**config.mk**
```make
export PLATFORM = sky130hd
export DESIGN_NAME = sdc_device
export DESIGN_NICKNAME = d
export VERILOG_FILES = /design/src/hdl/sdc_pkg.sv /design/src/hdl/sdc_rd_if.sv /design/src/hdl/sdc_rd_pipe.sv /design/src/hdl/sdc_device.sv
export VERILOG_INCLUDE_DIRS = /design/src /design/src/hdl
export SDC_FILE = /design/constraint.sdc
export NUM_CORES = 2
export LEC_CHECK = 0
export ABC_AREA = 0
export BUFFER_PORTS_ARGS = -buffer_cell sky130_fd_sc_hd__buf_2
export CAP_MARGIN = 20
export CORE_MARGIN = 5
export CORE_UTILIZATION = 40
export DETAILED_ROUTE_END_ITERATION = 7
export PLACE_DENSITY_LB_ADDON = 0.12
export SETUP_SLACK_MARGIN = 0.15
export SYNTH_ARGS = -nofsm -noshare
export SYNTH_HDL_FRONTEND = slang
export SYNTH_SLANG_ARGS = --single-unit
```
**constraint.sdc**
```tcl
create_clock -name clk -period 3 [get_ports clk]
set_clock_uncertainty 0.15 [all_clocks]
set_input_delay 0.15 -clock clk [delete_from_list [all_inputs] [get_ports clk]]
set_output_delay 0.15 -clock clk [all_outputs]
set_load 0.02 [all_outputs]
```
**src/hdl/sdc_params.svh**
```systemverilog
// constants for the sdram command spacing block: codes, gaps, timings
// assumes a 25 MHz controller clock shared with the far end
`ifndef SDC_PARAMS_SVH
`define SDC_PARAMS_SVH

// clock
`define SDC_CLK_MHZ 25
`define SDC_CLK_NS 40

// spacing figures in clocks
`define SDC_BURST_STOP_GAP 1
`define SDC_COLUMN_CMD_GAP 1
`define SDC_DATA_TO_COLUMN_GAP 1
`define SDC_SUSPEND_ENTRY_LAT 1
`define SDC_SUSPEND_EXIT_LAT 1
`define SDC_DATA_TO_ACTIVATE_GAP 5
`define SDC_DATA_TO_PRECHARGE_GAP 2
`define SDC_WRITE_MASK_LAT 0
`define SDC_READ_MASK_OFF_LAT 2
`define SDC_WRITE_DATA_DELAY 0
`define SDC_MODE_LOAD_GAP 2
`define SDC_PRECHARGE_OFF_CL3 3
`define SDC_PRECHARGE_OFF_CL2 2
`define SDC_SREF_EXIT_EDGES 2

// analog times and derived clock counts (least times round up)
`define SDC_WRITE_RECOVERY_NS 15
`define SDC_PRECHARGE_PERIOD_NS 18
`define SDC_WRITE_RECOVERY_CYC ((`SDC_WRITE_RECOVERY_NS + `SDC_CLK_NS - 1) / `SDC_CLK_NS)
`define SDC_PRECHARGE_PERIOD_CYC ((`SDC_PRECHARGE_PERIOD_NS + `SDC_CLK_NS - 1) / `SDC_CLK_NS)

// refresh budget
`define SDC_REFRESH_WINDOW_MS 64
`define SDC_REFRESH_COUNT 8192
`define SDC_REFRESH_WINDOW_CYC (`SDC_REFRESH_WINDOW_MS * 1000 * `SDC_CLK_MHZ)

// mode word fields and auto precharge bit on the address pins
`define SDC_MODE_BL_LSB 0
`define SDC_MODE_CL_LSB 4
`define SDC_AP_BIT 10

// command codes as {cs_n, ras_n, cas_n, we_n}
`define SDC_CODE_NOP 4'h7
`define SDC_CODE_ACTIVE 4'h3
`define SDC_CODE_READ 4'h5
`define SDC_CODE_WRITE 4'h4
`define SDC_CODE_BST 4'h6
`define SDC_CODE_PRECH 4'h2
`define SDC_CODE_REFRESH 4'h1
`define SDC_CODE_LMR 4'h0

// reset values
`define SDC_RESET_CL3 1'b1
`define SDC_RESET_BL 4'h1

`endif

```
**src/hdl/sdc_pkg.sv**
```systemverilog
// types shared by the sdram command spacing modules
// assumes sdc_params.svh supplies the numeric constants
package sdc_pkg;
    typedef enum logic [3:0] {
        CMD_INHIBIT, CMD_NOP, CMD_ACTIVE, CMD_READ, CMD_WRITE,
        CMD_BST, CMD_PRECH, CMD_REFRESH, CMD_LMR
    } sdc_cmd_t;
    typedef enum logic [1:0] {PW_RUN, PW_SUSPEND, PW_SELFREF} sdc_pwr_t;
endpackage

```
**src/hdl/sdc_rd_if.sv**
```systemverilog
// read path bundle between the command logic and the output pipeline
// assumes both ends run on the same clock
`timescale 1ns/1ps
interface sdc_rd_if #(parameter int DW = 32);
    logic fire;
    logic adv;
    logic cl3;
    logic [DW-1:0] data;
    logic [DW/8-1:0] mask;
    logic [DW-1:0] dq_o;
    logic [DW/8-1:0] dq_oe;
    modport ctl (output fire, adv, cl3, data, mask, input dq_o, dq_oe);
    modport pipe (input fire, adv, cl3, data, mask, output dq_o, dq_oe);
endinterface

```
**src/hdl/sdc_rd_pipe.sv**
```systemverilog
// read data pipeline: latency 2 or 3, byte mask turn-off, suspend hold
// assumes fire and data are taken on the command edge of each element
`timescale 1ns/1ps
module sdc_rd_pipe import sdc_pkg::*; #(
    parameter int DW = 32
) (
    // clock and reset
    input wire logic clk,
    input wire logic resetn,
    // read bundle
    sdc_rd_if.pipe rd
);
    localparam int NB = DW / 8;

    logic [1:0] vld_ff;
    logic [DW-1:0] sh_ff [0:1];
    logic [NB-1:0] mask_ff;
    logic [DW-1:0] dq_o_ff;
    logic [NB-1:0] oe_ff;

    // element shift stages, frozen while the clock gate holds
    always_ff @(posedge clk or negedge resetn) begin
        if (!resetn) begin
            vld_ff <= 2'h0;
            sh_ff[0] <= '0;
            sh_ff[1] <= '0;
        end else if (rd.adv) begin
            vld_ff <= {vld_ff[0], rd.fire};
            sh_ff[0] <= rd.data;
            sh_ff[1] <= sh_ff[0];
        end
    end

    // mask stage gives the two-clock turn-off
    always_ff @(posedge clk or negedge resetn) begin
        if (!resetn) begin
            mask_ff <= '0;
        end else if (rd.adv) begin
            mask_ff <= rd.mask;
        end
    end

    // output flops pick the stage that matches the latency
    always_ff @(posedge clk or negedge resetn) begin
        if (!resetn) begin
            dq_o_ff <= '0;
            oe_ff <= '0;
        end else if (rd.adv) begin
            dq_o_ff <= rd.cl3 ? sh_ff[1] : sh_ff[0];
            oe_ff <= (rd.cl3 ? vld_ff[1] : vld_ff[0]) ? ~mask_ff : '0;
        end
    end

    assign rd.dq_o = dq_o_ff;
    assign rd.dq_oe = oe_ff;
endmodule // sdc_rd_pipe

```
**src/hdl/sdc_device.sv**
```systemverilog
// sdram device core: command decode, bursts, clock gate, spacing checks
// assumes the controller shares clk and drives pins on that clock
`timescale 1ns/1ps
`include "sdc_params.svh"

// Notes on behaviour
// - read or write commands may be issued every clock
// - clock gate sampled low suspends the device one clock later
// - write byte mask blocks data on the same edge it is sampled
// - read byte mask turns data outputs off two clocks after sampling
// - first write data is taken on the write command edge
// - clock gate back high resumes command taking one clock later
// - precharge during read turns outputs off after read latency clocks
// - auto precharge timing starts one clock after last write data
// - activate is cs low, ras low, cas high, we high
// - write is cs low, ras high, cas low, we low
module sdc_device import sdc_pkg::*; #(
    parameter int DW = 32,
    parameter int AW = 13,
    parameter int COL_BITS = 4,
    parameter int REF_WINDOW_CYC = `SDC_REFRESH_WINDOW_CYC,
    parameter int REF_COUNT = `SDC_REFRESH_COUNT
) (
    // clock and reset
    input wire logic clk,
    input wire logic resetn,
    // command pins
    input wire logic cke,
    input wire logic cs_n,
    input wire logic ras_n,
    input wire logic cas_n,
    input wire logic we_n,
    input wire logic [1:0] ba,
    input wire logic [AW-1:0] addr,
    // data pins
    input wire logic [DW/8-1:0] dqm,
    input wire logic [DW-1:0] dq_i,
    output logic [DW-1:0] dq_o,
    output logic [DW/8-1:0] dq_oe,
    // status
    output logic spacing_err,
    output logic refresh_short,
    output logic init_done,
    output logic suspended,
    output logic [3:0] bank_open
);
    localparam int NB = DW / 8;
    localparam int IW = COL_BITS + 2;
    localparam logic [3:0] AP_LOAD =
        4'(1 + `SDC_WRITE_RECOVERY_CYC + `SDC_PRECHARGE_PERIOD_CYC);

    sdc_cmd_t cmd;
    sdc_pwr_t pw_ff, nxt_pw;
    logic take, cke_q_ff, cl3_ff, ap_ff, wap_ff, sref_pend_ff, err_ff, short_ff, init_ff;
    logic col_cmd, cont, wr_now, rd_now, last_wr, nxt_err, susp_ff;
    logic [3:0] bl_ff, wr_cnt_ff, rd_cnt_ff, since_wd_ff, since_lmr_ff, ap_tmr_ff, open_ff;
    logic [1:0] bank_ff, wbank_ff, sref_edges_ff;
    logic [COL_BITS-1:0] col_ff;
    logic [IW-1:0] wr_idx, rd_idx;
    logic [DW-1:0] mem [0:2**IW-1];
    logic [DW-1:0] wr_old;
    logic [31:0] win_cnt_ff;
    logic [15:0] ref_cnt_ff;

    // pin code to command; cs high means inhibit
    function automatic sdc_cmd_t sdc_decode(input logic [3:0] code);
        case (code)
            `SDC_CODE_NOP: return CMD_NOP;
            `SDC_CODE_ACTIVE: return CMD_ACTIVE;
            `SDC_CODE_READ: return CMD_READ;
            `SDC_CODE_WRITE: return CMD_WRITE;
            `SDC_CODE_BST: return CMD_BST;
            `SDC_CODE_PRECH: return CMD_PRECH;
            `SDC_CODE_REFRESH: return CMD_REFRESH;
            `SDC_CODE_LMR: return CMD_LMR;
            default: return CMD_INHIBIT;
        endcase
    endfunction

    // true when fewer clocks than need have passed since the event
    function automatic logic gap_short(input logic [3:0] since, input int need);
        return ({1'b0, since} + 5'h01) < 5'(need);
    endfunction

    // command decode and burst continuation
    assign cmd = sdc_decode({cs_n, ras_n, cas_n, we_n});
    assign take = cke_q_ff;
    assign col_cmd = (cmd == CMD_READ) || (cmd == CMD_WRITE);
    assign cont = take && !col_cmd && (cmd != CMD_BST) && (cmd != CMD_PRECH);
    assign wr_idx = (cmd == CMD_WRITE) ? {ba, addr[COL_BITS-1:0]} : {bank_ff, col_ff};
    assign rd_idx = (cmd == CMD_READ) ? {ba, addr[COL_BITS-1:0]} : {bank_ff, col_ff};
    assign wr_now = (take && cmd == CMD_WRITE) || (cont && wr_cnt_ff != 4'h0);
    assign rd_now = (take && cmd == CMD_READ) || (cont && rd_cnt_ff != 4'h0);
    assign last_wr = wr_now && ((cmd == CMD_WRITE) ? (bl_ff == 4'h1) : (wr_cnt_ff == 4'h1));
    assign wr_old = mem[wr_idx];

    // clock gate sampled one edge ahead of command taking
    always_ff @(posedge clk or negedge resetn) begin
        if (!resetn) begin
            cke_q_ff <= 1'b0;
        end else begin
            cke_q_ff <= cke;
        end
    end

    // power state: run, clock suspend or power-down, self refresh
    always_comb begin
        nxt_pw = pw_ff;
        case (pw_ff)
            PW_RUN: begin
                if (take && !cke && cmd == CMD_REFRESH) begin
                    nxt_pw = PW_SELFREF;
                end else if (!cke) begin
                    nxt_pw = PW_SUSPEND;
                end
            end
            PW_SUSPEND: if (cke) nxt_pw = PW_RUN;
            PW_SELFREF: if (cke) nxt_pw = PW_RUN;
            default: nxt_pw = PW_RUN;
        endcase
    end

    // state flop plus a registered copy so the status pin leaves a flop
    always_ff @(posedge clk or negedge resetn) begin
        if (!resetn) begin
            pw_ff <= PW_RUN;
            susp_ff <= 1'b0;
        end else begin
            pw_ff <= nxt_pw;
            susp_ff <= (nxt_pw != PW_RUN);
        end
    end

    // mode word: burst length and read latency
    always_ff @(posedge clk or negedge resetn) begin
        if (!resetn) begin
            cl3_ff <= `SDC_RESET_CL3;
            bl_ff <= `SDC_RESET_BL;
            init_ff <= 1'b0;
        end else if (take && cmd == CMD_LMR) begin
            cl3_ff <= addr[`SDC_MODE_CL_LSB +: 3] != 3'h2;
            case (addr[`SDC_MODE_BL_LSB +: 3])
                3'h1: bl_ff <= 4'h2;
                3'h2: bl_ff <= 4'h4;
                3'h3: bl_ff <= 4'h8;
                default: bl_ff <= 4'h1;
            endcase
            init_ff <= 1'b1;
        end
    end

    // burst counters; a new column command or stop cuts the old burst
    always_ff @(posedge clk or negedge resetn) begin
        if (!resetn) begin
            wr_cnt_ff <= 4'h0;
            rd_cnt_ff <= 4'h0;
            col_ff <= '0;
            bank_ff <= 2'h0;
            ap_ff <= 1'b0;
        end else if (take && col_cmd) begin
            wr_cnt_ff <= (cmd == CMD_WRITE) ? bl_ff - 4'h1 : 4'h0;
            rd_cnt_ff <= (cmd == CMD_READ) ? bl_ff - 4'h1 : 4'h0;
            col_ff <= COL_BITS'(addr[COL_BITS-1:0] + 1'b1);
            bank_ff <= ba;
            ap_ff <= addr[`SDC_AP_BIT];
        end else if (take && (cmd == CMD_BST || cmd == CMD_PRECH)) begin
            wr_cnt_ff <= 4'h0;
            rd_cnt_ff <= 4'h0;
        end else if (cont) begin
            if (wr_cnt_ff != 4'h0) wr_cnt_ff <= wr_cnt_ff - 4'h1;
            if (rd_cnt_ff != 4'h0) rd_cnt_ff <= rd_cnt_ff - 4'h1;
            col_ff <= COL_BITS'(col_ff + 1'b1);
        end
    end

    // array write with same-edge byte mask
    always_ff @(posedge clk) begin
        if (wr_now) begin
            for (int b = 0; b < NB; b++) begin
                if (!dqm[b]) mem[wr_idx][8*b +: 8] <= dq_i[8*b +: 8];
            end
        end
    end

    // read path into the output pipeline
    sdc_rd_if #(.DW(DW)) rd_bus ();
    assign rd_bus.fire = rd_now;
    assign rd_bus.adv = take;
    assign rd_bus.cl3 = cl3_ff;
    assign rd_bus.data = mem[rd_idx];
    assign rd_bus.mask = dqm;

    sdc_rd_pipe #(.DW(DW)) u_rd_pipe (
        .clk(clk),
        .resetn(resetn),
        .rd(rd_bus)
    );

    // per-gap counters: since write data and since mode load
    always_ff @(posedge clk or negedge resetn) begin
        if (!resetn) begin
            since_wd_ff <= 4'hF;
            since_lmr_ff <= 4'hF;
            wbank_ff <= 2'h0;
            wap_ff <= 1'b0;
        end else begin
            if (wr_now) begin
                since_wd_ff <= 4'h0;
                wbank_ff <= (cmd == CMD_WRITE) ? ba : bank_ff;
                wap_ff <= (cmd == CMD_WRITE) ? addr[`SDC_AP_BIT] : ap_ff;
            end else if (since_wd_ff != 4'hF) begin
                since_wd_ff <= since_wd_ff + 4'h1;
            end
            if (take && cmd == CMD_LMR) since_lmr_ff <= 4'h0;
            else if (since_lmr_ff != 4'hF) since_lmr_ff <= since_lmr_ff + 4'h1;
        end
    end

    // edges seen since leaving self refresh
    always_ff @(posedge clk or negedge resetn) begin
        if (!resetn) begin
            sref_pend_ff <= 1'b0;
            sref_edges_ff <= 2'h0;
        end else if (pw_ff == PW_SELFREF && cke) begin
            sref_pend_ff <= 1'b1;
            sref_edges_ff <= 2'h0;
        end else if (take && cmd == CMD_ACTIVE) begin
            sref_pend_ff <= 1'b0;
        end else if (sref_edges_ff != 2'h3) begin
            sref_edges_ff <= sref_edges_ff + 2'h1;
        end
    end

    // spacing violations from the controller; forbidden slots need no-op
    always_comb begin
        nxt_err = 1'b0;
        if (take && cmd == CMD_PRECH && (addr[`SDC_AP_BIT] || ba == wbank_ff)
                && gap_short(since_wd_ff, `SDC_DATA_TO_PRECHARGE_GAP)) begin
            nxt_err = 1'b1;
        end
        if (take && cmd == CMD_ACTIVE && wap_ff && ba == wbank_ff
                && gap_short(since_wd_ff, `SDC_DATA_TO_ACTIVATE_GAP)) begin
            nxt_err = 1'b1;
        end
        if (take && (cmd == CMD_ACTIVE || cmd == CMD_REFRESH)
                && gap_short(since_lmr_ff, `SDC_MODE_LOAD_GAP)) begin
            nxt_err = 1'b1;
        end
        if (take && cmd == CMD_ACTIVE && sref_pend_ff
                && {2'h0, sref_edges_ff} < 4'(`SDC_SREF_EXIT_EDGES)) begin
            nxt_err = 1'b1;
        end
        if (take && (cmd == CMD_ACTIVE || col_cmd) && !init_ff) begin
            nxt_err = 1'b1;
        end
    end

    always_ff @(posedge clk or negedge resetn) begin
        if (!resetn) err_ff <= 1'b0;
        else err_ff <= nxt_err;
    end

    // open rows; auto precharge closes after recovery plus precharge
    always_ff @(posedge clk or negedge resetn) begin
        if (!resetn) begin
            open_ff <= 4'h0;
            ap_tmr_ff <= 4'h0;
        end else begin
            if (last_wr && ((cmd == CMD_WRITE) ? addr[`SDC_AP_BIT] : ap_ff)) begin
                ap_tmr_ff <= AP_LOAD;
            end else if (ap_tmr_ff != 4'h0) begin
                ap_tmr_ff <= ap_tmr_ff - 4'h1;
            end
            if (ap_tmr_ff == 4'h1) open_ff[wbank_ff] <= 1'b0;
            if (take && cmd == CMD_ACTIVE) open_ff[ba] <= 1'b1;
            else if (take && cmd == CMD_PRECH && addr[`SDC_AP_BIT]) open_ff <= 4'h0;
            else if (take && cmd == CMD_PRECH) open_ff[ba] <= 1'b0;
        end
    end

    // refresh budget per window; self refresh counts as covered
    always_ff @(posedge clk or negedge resetn) begin
        if (!resetn) begin
            win_cnt_ff <= 32'h0;
            ref_cnt_ff <= 16'h0;
            short_ff <= 1'b0;
        end else if (win_cnt_ff == 32'(REF_WINDOW_CYC - 1)) begin
            win_cnt_ff <= 32'h0;
            ref_cnt_ff <= 16'h0;
            if (ref_cnt_ff < 16'(REF_COUNT)) short_ff <= 1'b1;
        end else begin
            win_cnt_ff <= win_cnt_ff + 32'h1;
            if (pw_ff == PW_SELFREF) ref_cnt_ff <= 16'(REF_COUNT);
            else if (take && cke && cmd == CMD_REFRESH && ref_cnt_ff != 16'hFFFF)
                ref_cnt_ff <= ref_cnt_ff + 16'h1;
        end
    end

    // outputs straight from flops
    assign dq_o = rd_bus.dq_o;
    assign dq_oe = rd_bus.dq_oe;
    assign spacing_err = err_ff;
    assign refresh_short = short_ff;
    assign init_done = init_ff;
    assign suspended = susp_ff;
    assign bank_open = open_ff;
endmodule // sdc_device

```
==> results.json <==
{
  "status": "finished, final reports clean",
  "antenna_found_initial": 19,
  "clock_latency_ns": 0.88,
  "nets": 7471,
  "htreeDepth": 4,
  "multiInputGateArea_um2": 23900,
  "max_stage_delay_ns": 0.44,
  "dr_total_vias": 59700,
  "path_common_cell": "buf_12",
  "seq_area_frac_synth_pct": 73.0,
  "synth-edff-count": 2048,
  "ant_nets": 0,
  "netlist_area_um2": 91200,
  "cts_tree": "done",
  "dieArea_um2": 238000,
  "synth.area.top_cells": "edfxtp_1 (67%), dfrtp_1 (5.3%), mux2i_1 (4.0%)",
  "r2r_start": "col_ff[1]",
  "drive_above_1_share_pct": 24.3,
  "cp.required_ns": 3.61,
  "hp-class": "primary input to flop",
  "fmax_mhz": 355,
  "dp_slack_ns": -0.775,
  "grt_setup_unrepaired": "yes",
  "cp_cell_sequence": "a21boi_2 -> nor2_4 -> buf_12 -> buf_12 -> buf_12 -> buf_4 -> nand2_1 -> a31oi_1 -> o21ai_0 -> a2bb2oi_2 -> o31ai_1",
  "drt_iter0_drc": 5541,
  "root_buffer": "clkbuf_16",
  "portBuffers": 96,
  "startpoint_type": "flop",
  "final-seq-area_um2": 66600,
  "yosys_warnings": 0,
  "grt_usage_pct": 23.9,
  "grt_pass1_vias": 59000,
  "relSlewSlack_pct": 26.9,
  "fin_hold_ws_ns": 0.0595,
  "slew_viol_final": 0,
  "rrSetupSlack_ns": 0.18,
  "stdcell_count": 10600,
  "synth.avg_cell_area_um2": 14.3,
  "ir_drop_mv": 0.460,
  "p_switching_mw": 32.6,
  "slowest_stage": "dfrtp_2",
  "worst-setup-path-type": "flop to flop",
  "dpl.cell_count": 10100,
  "numCtsBuffers": 233,
  "ys_seq_elements": 2251,
  "yosysUniqueCellTypes": 82,
  "path_buf_inv": 4,
  "totalWireLength_mm": 288,
  "drc": 0,
  "sw_frac_of_total_pct": 33.2,
  "final-setup-viol-count": 0,
  "fillerInstances": 19300,
  "worstPathMaxFanout": 36,
  "cp.arrival_ns": 3.43,
  "grt_pass1_wl_mm": 417,
  "seqPwrFrac_pct": 37.1,
  "syn_to_final_growth_pct": 25.5,
  "synthesis.instances": 6386,
  "power.density_nw_per_um2": 857,
  "leakagePower_nw": 41.6,
  "synth_flop_cell": "edfxtp_1",
  "hp-start": "cs_n",
  "final_hold_viol_count": 0,
  "maxCapViolCount": 0,
  "chipWidth_um": 488,
  "p_comb_share_pct": 33.4,
  "clk_path_buf_depth": 3,
  "gr-total-overflow": 0,
  "initial_core_util_pct": 40.1,
  "syn-num-nets": 6463,
  "core_um2": 227000,
  "clkTransAtPathRegs_ns": 0.06,
  "worst_slack_ns": 0.180,
  "grt_max_degree": 68,
  "min_period_ns": 2.82,
  "yosysTopAreaCell": "edfxtp_1",
  "clock_sinks": 2251,
  "gp_congestion": 0.851,
  "end_kind": "flop",
  "power.total_mw": 98.2,
  "internal_power_mw": 65.6,
  "clockPowerShare_pct": 29.6,
  "async_flop_share_pct": 9.02,
  "path_delay_family": "compound AO/OA/AOI/OAI gates",
  "routedWlPerCell_um": 27.2,
  "worstMarginPinSlew_ns": 1.10,
  "rows": 175,
  "dp_hpwl_mm": 192,
  "fin_crit_sh_pct": 94.0,
  "drtPass1Iterations": 5,
  "yosysTopAreaCellShare_pct": 67.4,
  "vias_per_cell": 5.63,
  "crit_start": "col_ff[1]",
  "ios": 102,
  "die_y_um": 488
}
==> layout make-up <==
type | count | share of cell area [%]
antenna | 4 | 0.00874
clock buffer | 314 | 5.61
clock inverter | 115 | 1.07
inverter | 32 | 0.105
multi-input combinational | 3599 | 20.9
sequential | 2251 | 58.1
tap | 3009 | 3.29
timing repair buffer | 1277 | 10.9
==> cells in the final DEF (no fill, tap or decap), types with 54 or more instances in the layout <==
master,synthesis,routed
a211oi_1,294,291
a21oi_1,135,127
a221oi_1,99,86
a31oi_1,247,240
and3_1,304,304
buf_12,0,212
buf_2,106,95
buf_4,17,862
clkbuf_1,327,57
clkbuf_16,0,239
dfrtp_1,193,189
dlygate4sd3_1,0,78
edfxtp_1,2048,2048
mux2i_1,365,362
nand2_1,935,914
nand3_1,91,91
nor2_1,118,114
nor3_1,275,196
nor3_4,0,54
o21ai_0,150,129
o22ai_1,68,55
==> metal layers <==
metal  global-route usage [%]  vias up  share of wire, %
met5                        0        -            0.0045
met4                     6.27        2               2.5
met3                     4.34      360               7.2
met2                     37.5     2041                46
met1                     34.4    30500                44
li1                         -    26800                 -
==> per-stage QoR <==
stage          TNS (ns)  utilization, %  instance area, um2
2_1_floorplan   -246.25               -               91900
5_1_grt               0            50.4              115000
6_report              0            50.4              115000
3_5_place_dp    -500.42            46.3              105000
3_3_place_gp    -517.48            46.3              105000
4_1_cts               0            50.1              114000
==> path summary, 6_finish.rpt <==
kind / end / cells after the start
setup / recovery: u_rd_pipe.sh_ff[34] / 11
hold / removal: init_done / 5
setup reg to reg: u_rd_pipe.sh_ff[34] / 11
hold reg to reg: refresh_short / 1
max in group asynchronous: since_wd_ff[1] / 4
min in group asynchronous: wap_ff / 4
==> worst register-to-register path, cell delays in order, from the launching register on <==
cell       delay, ns
dfrtp_2         0.44
a21boi_2        0.19
nor2_4          0.15
buf_12          0.14
buf_12          0.19
buf_12          0.27
buf_4           0.20
nand2_1         0.05
a31oi_1         0.26
o21ai_0         0.18
a2bb2oi_2       0.24
o31ai_1         0.25
==> cell usage after synthesis, types with 29 or more instances <==
cell / number
edfxtp_1: 2048
nand2_1: 935
mux2i_1: 365
clkbuf_1: 327
and3_1: 304
a211oi_1: 294
nor3_1: 275
a31oi_1: 247
dfrtp_1: 193
o21ai_0: 150
a21oi_1: 135
nor2_1: 118
buf_2: 106
a221oi_1: 99
nand3_1: 91
o22ai_1: 68
buf_1: 49
mux2_2: 42
o31ai_1: 39
inv_1: 31
xor2_1: 29
==> kinds of logic after synthesis <==
group           count (synthesis)  synth area share (%)
compound gates               1280                  9.83
xor+xnor                       56                 0.538
fa+ha+maj                      19                 0.261
buf+inv                       536                  2.45
flops                        2251                  73.0
mux                           415                  4.72
simple gates                 1829                  9.21
==> state kept, by name, indices dropped and copies added (netlist names), 16 cells and up <==
register	count
u_rd_pipe.rd.dq_o	32
u_rd_pipe.sh_ff	64
mem	2048
win_cnt_ff	32
ref_cnt_ff	16
==> timing repair <==
action / CTS / global route
endpoints found under the hold margin: 2169 / 0
gates resized for setup: 37 / 101
setup buffers: 6 / 12
endpoints found under the setup margin: 34 / 386
pin swaps: 3 / 17
hold buffers: 81 / 0
cloned: 2 / 2
==> power by group through the flow <==
| stage | clock network [mW] | logic (mW) | registers, mW |
|---|---|---|---|
| final | 29.0 | 32.8 | 36.4 |
| after global routing | 30.9 | 34.6 | 36.5 |
| after CTS | 29.6 | 32.0 | 36.4 |
| after detailed placement | 0 | 31.3 | 37.0 |
| after global placement | 0 | 31.2 | 37.0 |
| after floorplan | 0 | 14.8 | 36.8 |
(Power assumes the default switching activity.)
